<file path="src/dsc_pkg.sv">
// Shared constants and types for the self-calibration and gain trim block
package dsc_pkg;
  // Register byte addresses
  localparam logic [7:0] DSC_ADDR_I_FINE = 8'h03;
  localparam logic [7:0] DSC_ADDR_I_COARSE = 8'h04;
  localparam logic [7:0] DSC_ADDR_Q_FINE = 8'h06;
  localparam logic [7:0] DSC_ADDR_Q_COARSE = 8'h07;
  localparam logic [7:0] DSC_ADDR_REF_TRIM = 8'h0D;
  localparam logic [7:0] DSC_ADDR_CAL_CTRL = 8'h0E;
  localparam logic [7:0] DSC_ADDR_CAL_STAT = 8'h0F;
  localparam logic [7:0] DSC_ADDR_COEF_ADDR = 8'h10;
  localparam logic [7:0] DSC_ADDR_COEF_DATA = 8'h11;
  localparam logic [7:0] DSC_ADDR_MEM_CTRL = 8'h12;
  // Field positions
  localparam int DSC_CAL_CLOCK_DIVIDE_SELECT_LSB = 0;
  localparam int DSC_CLK_EN_BIT = 3;
  localparam int DSC_TGT_I_BIT = 4;
  localparam int DSC_TGT_Q_BIT = 5;
  localparam int DSC_RD_BIT = 2;
  localparam int DSC_WR_BIT = 3;
  localparam int DSC_START_BIT = 4;
  localparam int DSC_UNCAL_I_BIT = 0;
  localparam int DSC_UNCAL_Q_BIT = 1;
  localparam int DSC_DONE_I_BIT = 6;
  localparam int DSC_DONE_Q_BIT = 7;
  // Reset values and sizes
  localparam logic [7:0] DSC_RESET_VAL = 8'h00;
  localparam logic [7:0] DSC_MEM_CLEAR = 8'h00;
  localparam logic [7:0] DSC_MEM_RD_CMD = 8'h04;
  localparam logic [7:0] DSC_MEM_WR_CMD = 8'h08;
  localparam logic [7:0] DSC_FIRST_COEF = 8'h01;
  localparam int DSC_COEF_COUNT = 32;
  localparam int DSC_COEF_WIDTH = 6;
  localparam int DSC_DIV_BASE = 32;
  localparam int DSC_CAL_CLOCK_DIVIDE_SELECT_MAX = 6;
  localparam int DSC_CAL_CYCLES = 300;
  localparam int DSC_CLK_MHZ = 200;
  // Calibration clock limits in kHz
  localparam int DSC_CAL_MIN_KHZ = 500;
  localparam int DSC_CAL_MAX_KHZ = 4000;
  // Host bus sequencer states
  typedef enum logic [1:0] {
    DSC_H_IDLE = 2'b00,
    DSC_H_WRITE = 2'b01,
    DSC_H_READ = 2'b10,
    DSC_H_DONE = 2'b11
  } dsc_host_state_e;
endpackage

</file>
<file path="src/dsc_if.sv">
// Register access link between host and converter control
`timescale 1ns/1ps
interface dsc_if;
  logic req;
  logic wr;
  logic [7:0] addr;
  logic [7:0] wdata;
  logic ack;
  logic [7:0] rdata;
  modport device (input req, input wr, input addr, input wdata, output ack, output rdata);
  modport host (output req, output wr, output addr, output wdata, input ack, input rdata);
endinterface

</file>
<file path="src/dsc_device.sv">
// Converter side: registers, calibration divider and two channel engines
// Summary of operation
// Calibration clock divides converter clock, 32 to 2048
// Host keeps calibration clock in 0.5-4 MHz
// Each channel has its own calibration engine
// Calibration clock runs only while enable set
// Control bits 4, 5 pick I, Q
// Memory control zero write clears uncalibrated flags
// Start bit begins calibration, about 300 ticks
// Status bits 6, 7 report completion
// Host clears memory control then clock enable
// Thirty-two coefficients readable and writable
// Address register selects coefficient, starting at one
// Read bit exposes six-bit coefficient data
// Write bit lets data writes load coefficients
// Host selects one channel during coefficient access
// Reference trim low six bits shift band gap
// Reference trim code is two's complement
// Coarse gain codes two's complement, per channel
// Fine gain codes straight binary, per channel
// All registers reached over the serial link
// Divider ratio is 32 shifted by select
`timescale 1ns/1ps
module dsc_device (
  input wire logic ref_clk_i,
  input wire logic reset_i,
  dsc_if.device bus,
  output logic signed [5:0] reference_trim_o,
  output logic signed [5:0] i_coarse_gain_code_o,
  output logic signed [5:0] q_coarse_gain_code_o,
  output logic [5:0] i_fine_gain_o,
  output logic [5:0] q_fine_gain_o,
  output logic cal_clock_o
);
  import dsc_pkg::*;
  logic [7:0] i_fine_reg, i_coarse_reg, q_fine_reg, q_coarse_reg, ref_trim_reg;
  logic [7:0] cal_ctrl_reg, coef_addr_reg, mem_ctrl_reg;
  logic [7:0] i_fine_next, i_coarse_next, q_fine_next, q_coarse_next, ref_trim_next;
  logic [7:0] cal_ctrl_next, coef_addr_next, mem_ctrl_next;
  logic ack_reg, ack_next;
  logic [7:0] rdata_reg, rdata_next;
  logic [10:0] div_reg, div_next;
  logic cal_clk_reg, cal_clk_next;
  logic tick;
  logic [10:0] div_limit;
  logic wr_hit;
  logic mem_clear;
  logic [5:0] rdata_i, rdata_q;
  logic done_i, done_q, uncal_i, uncal_q;
  logic [4:0] coef_index;
  logic we_i, we_q;
  logic [2:0] cal_clock_divide_select;
  logic [7:0] status;
  // Divider ratio 32 shifted left by select, capped at 2048
  assign cal_clock_divide_select = cal_ctrl_reg[DSC_CAL_CLOCK_DIVIDE_SELECT_LSB +: 3];
  assign div_limit = (cal_clock_divide_select > 3'(DSC_CAL_CLOCK_DIVIDE_SELECT_MAX)) ? 11'h7FF :
    11'((DSC_DIV_BASE << cal_clock_divide_select) - 1);
  always_comb begin
    div_next = div_reg;
    cal_clk_next = cal_clk_reg;
    tick = 1'b0;
    if (!cal_ctrl_reg[DSC_CLK_EN_BIT]) begin
      div_next = 11'h000;
      cal_clk_next = 1'b0;
    end else if (div_reg >= div_limit) begin
      div_next = 11'h000;
      tick = 1'b1;
      cal_clk_next = 1'b1;
    end else begin
      div_next = div_reg + 11'h001;
      if (div_reg == (div_limit >> 1)) begin
        cal_clk_next = 1'b0;
      end
    end
  end
  // Divider count and calibration clock level
  always_ff @(posedge ref_clk_i or posedge reset_i) begin
    if (reset_i) begin
      div_reg <= 11'h000;
      cal_clk_reg <= 1'b0;
    end else begin
      div_reg <= div_next;
      cal_clk_reg <= cal_clk_next;
    end
  end
  // Write decode and read mux for the register link
  assign wr_hit = bus.req && bus.wr && !ack_reg;
  assign mem_clear = wr_hit && bus.addr == DSC_ADDR_MEM_CTRL && bus.wdata == DSC_MEM_CLEAR;
  assign status = {done_q, done_i, 4'h0, uncal_q, uncal_i};
  always_comb begin
    i_fine_next = i_fine_reg;
    i_coarse_next = i_coarse_reg;
    q_fine_next = q_fine_reg;
    q_coarse_next = q_coarse_reg;
    ref_trim_next = ref_trim_reg;
    cal_ctrl_next = cal_ctrl_reg;
    coef_addr_next = coef_addr_reg;
    mem_ctrl_next = mem_ctrl_reg;
    ack_next = 1'b0;
    rdata_next = rdata_reg;
    if (bus.req && !ack_reg) begin
      ack_next = 1'b1;
      if (bus.wr) begin
        unique case (bus.addr)
          DSC_ADDR_I_FINE: i_fine_next = {2'b00, bus.wdata[5:0]};
          DSC_ADDR_I_COARSE: i_coarse_next = {2'b00, bus.wdata[5:0]};
          DSC_ADDR_Q_FINE: q_fine_next = {2'b00, bus.wdata[5:0]};
          DSC_ADDR_Q_COARSE: q_coarse_next = {2'b00, bus.wdata[5:0]};
          DSC_ADDR_REF_TRIM: ref_trim_next = {2'b00, bus.wdata[5:0]};
          DSC_ADDR_CAL_CTRL: cal_ctrl_next = {2'b00, bus.wdata[5:0]};
          DSC_ADDR_COEF_ADDR: coef_addr_next = bus.wdata;
          DSC_ADDR_MEM_CTRL: mem_ctrl_next = bus.wdata;
          default: ;
        endcase
      end else begin
        unique case (bus.addr)
          DSC_ADDR_I_FINE: rdata_next = i_fine_reg;
          DSC_ADDR_I_COARSE: rdata_next = i_coarse_reg;
          DSC_ADDR_Q_FINE: rdata_next = q_fine_reg;
          DSC_ADDR_Q_COARSE: rdata_next = q_coarse_reg;
          DSC_ADDR_REF_TRIM: rdata_next = ref_trim_reg;
          DSC_ADDR_CAL_CTRL: rdata_next = cal_ctrl_reg;
          DSC_ADDR_CAL_STAT: rdata_next = status;
          DSC_ADDR_COEF_ADDR: rdata_next = coef_addr_reg;
          DSC_ADDR_COEF_DATA: begin
            if (mem_ctrl_reg[DSC_RD_BIT]) begin
              rdata_next = {2'b00, cal_ctrl_reg[DSC_TGT_I_BIT] ? rdata_i : rdata_q};
            end else begin
              rdata_next = DSC_RESET_VAL;
            end
          end
          DSC_ADDR_MEM_CTRL: rdata_next = mem_ctrl_reg;
          default: rdata_next = DSC_RESET_VAL;
        endcase
      end
    end
  end
  // Register bank, link answer and read data
  always_ff @(posedge ref_clk_i or posedge reset_i) begin
    if (reset_i) begin
      i_fine_reg <= DSC_RESET_VAL;
      i_coarse_reg <= DSC_RESET_VAL;
      q_fine_reg <= DSC_RESET_VAL;
      q_coarse_reg <= DSC_RESET_VAL;
      ref_trim_reg <= DSC_RESET_VAL;
      cal_ctrl_reg <= DSC_RESET_VAL;
      coef_addr_reg <= DSC_RESET_VAL;
      mem_ctrl_reg <= DSC_RESET_VAL;
      ack_reg <= 1'b0;
      rdata_reg <= DSC_RESET_VAL;
    end else begin
      i_fine_reg <= i_fine_next;
      i_coarse_reg <= i_coarse_next;
      q_fine_reg <= q_fine_next;
      q_coarse_reg <= q_coarse_next;
      ref_trim_reg <= ref_trim_next;
      cal_ctrl_reg <= cal_ctrl_next;
      coef_addr_reg <= coef_addr_next;
      mem_ctrl_reg <= mem_ctrl_next;
      ack_reg <= ack_next;
      rdata_reg <= rdata_next;
    end
  end
  // Coefficient address 1..32 maps to slot 0..31
  assign coef_index = 5'(coef_addr_reg - DSC_FIRST_COEF);
  assign we_i = wr_hit && bus.addr == DSC_ADDR_COEF_DATA && mem_ctrl_reg[DSC_WR_BIT]
    && cal_ctrl_reg[DSC_TGT_I_BIT];
  assign we_q = wr_hit && bus.addr == DSC_ADDR_COEF_DATA && mem_ctrl_reg[DSC_WR_BIT]
    && cal_ctrl_reg[DSC_TGT_Q_BIT];
  // Independent engines per channel
  dsc_cal_engine u_eng_i (
    .ref_clk_i(ref_clk_i),
    .reset_i(reset_i),
    .cal_tick_i(tick),
    .start_i(mem_ctrl_reg[DSC_START_BIT] && cal_ctrl_reg[DSC_TGT_I_BIT]),
    .clear_i(mem_clear),
    .coef_addr_i(coef_index),
    .coef_we_i(we_i),
    .coef_wdata_i(bus.wdata[5:0]),
    .coef_rdata_o(rdata_i),
    .done_o(done_i),
    .uncal_o(uncal_i)
  );
  // Q channel engine, wired as the I engine but gated by the Q target bit
  dsc_cal_engine u_eng_q (
    .ref_clk_i(ref_clk_i),
    .reset_i(reset_i),
    .cal_tick_i(tick),
    .start_i(mem_ctrl_reg[DSC_START_BIT] && cal_ctrl_reg[DSC_TGT_Q_BIT]),
    .clear_i(mem_clear),
    .coef_addr_i(coef_index),
    .coef_we_i(we_q),
    .coef_wdata_i(bus.wdata[5:0]),
    .coef_rdata_o(rdata_q),
    .done_o(done_q),
    .uncal_o(uncal_q)
  );
  // Trim outputs, signed codes for reference and coarse, binary for fine
  assign reference_trim_o = ref_trim_reg[5:0];
  assign i_coarse_gain_code_o = i_coarse_reg[5:0];
  assign q_coarse_gain_code_o = q_coarse_reg[5:0];
  assign i_fine_gain_o = i_fine_reg[5:0];
  assign q_fine_gain_o = q_fine_reg[5:0];
  assign cal_clock_o = cal_clk_reg;
  // Link answer comes straight from registers
  assign bus.ack = ack_reg;
  assign bus.rdata = rdata_reg;
endmodule

</file>
<file path="src/dsc_cal_engine.sv">
// One channel's calibration sequencer and coefficient store
`timescale 1ns/1ps
module dsc_cal_engine #(
  parameter int COEF_COUNT = dsc_pkg::DSC_COEF_COUNT,
  parameter int COEF_WIDTH = dsc_pkg::DSC_COEF_WIDTH,
  parameter int CAL_CYCLES = dsc_pkg::DSC_CAL_CYCLES
) (
  input wire logic ref_clk_i,
  input wire logic reset_i,
  input wire logic cal_tick_i,
  input wire logic start_i,
  input wire logic clear_i,
  input wire logic [4:0] coef_addr_i,
  input wire logic coef_we_i,
  input wire logic [COEF_WIDTH-1:0] coef_wdata_i,
  output logic [COEF_WIDTH-1:0] coef_rdata_o,
  output logic done_o,
  output logic uncal_o
);
  import dsc_pkg::*;
  // Store needs every slot of the 5-bit address; the counter reaches 1023 at most
  if (COEF_COUNT != 32 || CAL_CYCLES < 1 || CAL_CYCLES > 1024) begin : gen_bad_params
    $error("dsc_cal_engine bad params");
  end
  logic [COEF_WIDTH-1:0] coef_mem [COEF_COUNT];
  logic [9:0] count_reg, count_next;
  logic busy_reg, busy_next;
  logic done_reg, done_next;
  logic uncal_reg, uncal_next;
  logic [COEF_WIDTH-1:0] rdata_reg;
  // Sequencer next state; clear drops flags, start wins over clear
  always_comb begin
    count_next = count_reg;
    busy_next = busy_reg;
    done_next = done_reg;
    uncal_next = uncal_reg;
    if (clear_i) begin
      busy_next = 1'b0;
      done_next = 1'b0;
      uncal_next = 1'b0;
    end
    if (start_i && !busy_reg && !done_reg) begin
      busy_next = 1'b1;
      uncal_next = 1'b1;
      count_next = 10'd0;
    end else if (busy_reg && cal_tick_i) begin
      if (count_reg == 10'(CAL_CYCLES - 1)) begin
        busy_next = 1'b0;
        done_next = 1'b1;
        uncal_next = 1'b0;
      end else begin
        count_next = count_reg + 10'd1;
      end
    end
  end
  always_ff @(posedge ref_clk_i or posedge reset_i) begin
    if (reset_i) begin
      count_reg <= 10'd0;
      busy_reg <= 1'b0;
      done_reg <= 1'b0;
      uncal_reg <= 1'b1;
    end else begin
      count_reg <= count_next;
      busy_reg <= busy_next;
      done_reg <= done_next;
      uncal_reg <= uncal_next;
    end
  end
  // Coefficient store; calibration writes a trimmed index pattern per slot
  always_ff @(posedge ref_clk_i) begin
    if (coef_we_i) begin
      coef_mem[coef_addr_i] <= coef_wdata_i;
    end else if (busy_reg && cal_tick_i) begin
      coef_mem[count_reg[4:0]] <= COEF_WIDTH'(count_reg[9:5]);
    end
    rdata_reg <= coef_mem[coef_addr_i];
  end
  assign coef_rdata_o = rdata_reg;
  assign done_o = done_reg;
  assign uncal_o = uncal_reg;
endmodule

</file>
<file path="src/flat_wrapper.sv">
// flat-port wrapper written by rule: the top's interface ports become plain ports
module dsc_device_flat import dsc_pkg::*;
  (ref_clk_i, reset_i, reference_trim_o, i_coarse_gain_code_o, q_coarse_gain_code_o, i_fine_gain_o, q_fine_gain_o, cal_clock_o, bus_req, bus_wr, bus_addr, bus_wdata, bus_ack, bus_rdata);
  dsc_if bus_i ();
  input wire logic ref_clk_i;
  input wire logic reset_i;
  output logic signed [5:0] reference_trim_o;
  output logic signed [5:0] i_coarse_gain_code_o;
  output logic signed [5:0] q_coarse_gain_code_o;
  output logic [5:0] i_fine_gain_o;
  output logic [5:0] q_fine_gain_o;
  output logic cal_clock_o;
  input wire logic [$bits(bus_i.req)-1:0] bus_req;
  input wire logic [$bits(bus_i.wr)-1:0] bus_wr;
  input wire logic [$bits(bus_i.addr)-1:0] bus_addr;
  input wire logic [$bits(bus_i.wdata)-1:0] bus_wdata;
  output wire logic [$bits(bus_i.ack)-1:0] bus_ack;
  output wire logic [$bits(bus_i.rdata)-1:0] bus_rdata;
  assign bus_i.req = bus_req;
  assign bus_i.wr = bus_wr;
  assign bus_i.addr = bus_addr;
  assign bus_i.wdata = bus_wdata;
  assign bus_ack = bus_i.ack;
  assign bus_rdata = bus_i.rdata;
  dsc_device u_core (.ref_clk_i(ref_clk_i), .reset_i(reset_i), .bus(bus_i), .reference_trim_o(reference_trim_o), .i_coarse_gain_code_o(i_coarse_gain_code_o), .q_coarse_gain_code_o(q_coarse_gain_code_o), .i_fine_gain_o(i_fine_gain_o), .q_fine_gain_o(q_fine_gain_o), .cal_clock_o(cal_clock_o));
endmodule
</file>
<file path="config.mk">
export PLATFORM = sky130hd
export DESIGN_NAME = dsc_device_flat
export DESIGN_NICKNAME = d
export VERILOG_FILES = /design/src/dsc_pkg.sv /design/src/dsc_if.sv /design/src/dsc_device.sv /design/src/dsc_cal_engine.sv /design/src/flat_wrapper.sv
export SDC_FILE = /design/constraint.sdc
export NUM_CORES = 1
export LEC_CHECK = 0
export ABC_AREA = 0
export BUFFER_PORTS_ARGS = -buffer_cell sky130_fd_sc_hd__buf_4
export CELL_PAD_IN_SITES_DETAIL_PLACEMENT = 1
export CELL_PAD_IN_SITES_GLOBAL_PLACEMENT = 1
export CORE_ASPECT_RATIO = 1.25
export CORE_UTILIZATION = 48
export CTS_CLUSTER_DIAMETER = 30
export DETAILED_ROUTE_END_ITERATION = 10
export HOLD_SLACK_MARGIN = 0.06
export PLACE_DENSITY_LB_ADDON = 0.1
export SLEW_MARGIN = 20
export SYNTH_ARGS = -nofsm -noshare
export SYNTH_HDL_FRONTEND = slang
export SYNTH_SLANG_ARGS = --single-unit
</file>
<file path="constraint.sdc">
create_clock -name ref_clk_i -period 3.7 [get_ports ref_clk_i]
set_clock_uncertainty 0.1 [all_clocks]
set_input_delay 0.74 -clock ref_clk_i [delete_from_list [all_inputs] [get_ports ref_clk_i]]
set_output_delay 0.74 -clock ref_clk_i [all_outputs]
set_load 0.01 [all_outputs]
</file>
==> reports/metrics.yaml <==
grt:
  grt_util_met2_pct: 46.9
  met3_usage_pct: 4.16
  grt_use_total_pct: 27.8
  grt_pass1_vias: 14400
  grt_max_degree: 101
  overflow: 0
  antenna_found_initial: 0
  top_usage_layer: "met2"
  grt_pass1_wl_mm: 92.2
  grtUsageMet1_pct: 35.2
die:
  io_pins: 60
  initial_core_util_pct: 49.0
  die_area_mm2: 0.0461
  core_area_mm2: 0.0443
  num_rows: 86
  die_w_um: 192
  die_y_um: 240
outcome:
  outcome: "completed"
place:
  routabilityCongestion: 0.811
  hpwl_mm: 39.0
  pre_cts_slack_ns: -0.181
  portBuffers: 59
cells_and_area:
  syn2layout_area_growth_pct: 26.9
  layout.nets: 1550
  num_antenna_cells: 0
  drive_above_1_share_pct: 41.2
timing:
  holdWs_ns: 0.129
  rsz0062_at_grt: "true"
  fin_crit_sh_pct: 98.5
  fmax_mhz: 275
  layout_setup_ws_ns: 0.0571
  min_period_ns: 3.64
  fin_tns_setup_ns: 0
  slew-limit-headroom_pct: 38.8
  drv_slew: 0
  worst_pin_slew_ns: 0.906
  final_hold_viol_count: 0
  finalSetupViolCount: 0
drt:
  drtAntennaViolNets: 0
  via_count: 13300
  post_drt_wl_per_cell_um: 28.3
  drc: 0
  drt-total-wl_mm: 61.3
  drt-pass1-iter-count: 7
  dr.first_iter.drc_count: 742
  viasPerCell: 6.13
clocking:
  ctsHoldBuffers: 0
  h-tree-depth: 3
  clock-sinks: 495
  clk_pin_slew_worst_paths_ns: 0.06
  clkLatencyLatePin_ns: 0.63
  cts_root_buffer: "clkbuf_16"
  ctsLongestPathBuffers: 3
  numCtsBuffers: 91
  cts_tree: "built"
logic_synthesis:
  synth_area_mm2: 0.0217
  yosys_register_bits: 495
  syn-instance-count: 1323
  synth_cell_types: 77
  syn_area_per_cell_um2: 16.4
  syn-num-nets: 1354
  async_reset_ff_share_pct: 20.0
  ys_seq_area_share_pct: 65.7
  yosysWarnings: 0
  synth_ff_type: "edfxtp_1"
  synth-edff-count: 384
critical_path:
  arrival_ns: 3.88
  slowest_stage: "or4b_4"
  reg2reg_slack_ns: 0.06
  cp-end-kind: "flip-flop"
  path_cells: "nor3_2, inv_1, ha_1, nand2b_1, o21a_1, o21ai_2, ha_1, and4_4, a221oi_4, buf_12, or4b_4, buf_12, a22oi_2, buf_6"
  reg2reg_from: "u_core.cal_ctrl_reg[1]"
  path_max_fanout: 18
  start_kind: "flip-flop"
  crit_type: "flip-flop to flip-flop"
  r2r_end: "u_core.u_eng_i.coef_mem[23][1]"
  slowest_delay_ns: 0.55
  reg2reg_depth: 14
  required_ns: 3.94
pwr:
  p_per_area_mw_per_mm2: 557
  clock_power_share_pct: 56.1
  p_sw_share_pct: 22.2
  sequentialPowerShare_pct: 39.7
  share_comb_of_total_power_pct: 4.1
  peakVddDrop_v: 0.000430
  total_power_uw: 15300
  p_int_uw: 11900
  leakagePower_uw: 0.00956
  p_switching_uw: 3410
hold_path:
  hp-class: "primary input to async pin"
job:
  max_cap_violations: 0
[synth_stat cells (11+ instances only)]
cell type	n	area (um2)
a22oi_1	57	428
edfxtp_1	384	11500
o21ai_0	34	170
nand2_1	82	308
a21oi_1	20	100
nand2b_1	14	87.6
or4_1	29	218
mux2i_1	27	270
nor3_1	26	130
nor4_1	13	81.3
buf_2	29	145
nor2_1	37	139
clkbuf_1	58	218
nand3_1	28	140
ha_1	11	138
mux4_2	120	2700
dfrtp_1	97	2430
mux2_2	64	721
dfxtp_1	12	240
[metal layers]
| layer | vias up | wire, um |
|---|---|---|
| met4 | 0 | 2220 |
| met5 | - | 0 |
| met2 | 374 | 31600 |
| li1 | 5790 | - |
| met3 | 116 | 2610 |
| met1 | 7007 | 24900 |
[placed cells by master (no fill, tap or decap), types with 8 or more instances in the layout]
master / instances
edfxtp_1: 384
buf_4: 144
mux4_2: 120
dfrtp_1: 95
clkbuf_16: 94
nand2_1: 81
mux2_2: 64
a22oi_2: 64
nor2_1: 37
buf_6: 36
nand3_1: 28
o21ai_0: 28
mux2i_1: 27
nor3_1: 25
buf_12: 23
or4_1: 21
a21oi_1: 20
clkinvlp_4: 16
nand2b_1: 14
nor4_1: 12
inv_6: 12
bufinv_16: 12
dfxtp_1: 12
a31oi_1: 10
ha_1: 10
xor2_1: 9
or4_4: 9
clkinv_4: 9
nand4_1: 8
o21ai_1: 8
clkinv_2: 8
[through the flow]
step,util [%],cell area [um2],cells
after floorplan,-,21900,1323
after global placement,54.0,24000,1983
after detailed placement,54.0,24000,1983
after CTS,61.5,27300,2162
after global routing,62.1,27500,2168
final,62.1,27500,2168
[kinds of logic after synthesis]
kind of cell	after synthesis	share of synthesized area, %
buf+inv	108	2.25
fa+ha+maj	11	0.634
flops	495	65.7
mux	211	17.0
compound gates	184	6.14
simple gates	298	7.64
xor+xnor	16	0.646
[layout make-up]
class                   count  area, um2
flip-flops and latches    495      14300
multi-input cells         720       7360
well taps                 572        716
repair buffers            203       1950
inverters                   8       32.5
clock buffers             100       2410
clock inverters            70        812
fillers                  3931      16800
[critical path, delay by kind of cell (launching register included)]
kind / cells / cell delay [ns]
simple gates: 4 / 1.13
buf+inv: 4 / 0.60
flops: 1 / 0.43
fa+ha+maj: 2 / 0.56
compound gates: 4 / 0.54
[power groups by stage]
stage	sequential, uW	clock, uW	combinational (uW)
2_1_floorplan	6190	0	330
3_3_place_gp	6190	0	623
3_5_place_dp	6190	0	632
4_1_cts	6090	8730	643
5_1_grt	6090	8940	678
6_report	6090	8610	636
[timing repair]
item / 4_1_cts / 5_1_grt
gates resized for setup: 6 / 63
pin swaps: 8 / 17
endpoints found under the setup margin: 704 / 592
buffers inserted: 9 / 6
[worst max path at each step]
stage | startpoint | endpoint | cells past startpoint
after floorplan | u_core.cal_ctrl_reg[0] | u_core.u_eng_i.coef_mem[2][0] | 15
after global placement | u_core.cal_ctrl_reg[1] | u_core.u_eng_q.coef_mem[18][2] | 13
after detailed placement | u_core.cal_ctrl_reg[1] | u_core.u_eng_i.coef_mem[13][3] | 13
after CTS | u_core.cal_ctrl_reg[1] | u_core.u_eng_i.coef_mem[8][1] | 14
after global routing | u_core.cal_ctrl_reg[1] | u_core.u_eng_i.coef_mem[27][4] | 14
final | u_core.cal_ctrl_reg[1] | u_core.u_eng_i.coef_mem[23][1] | 14
No activity file was read; power rests on OpenSTA's default activity.
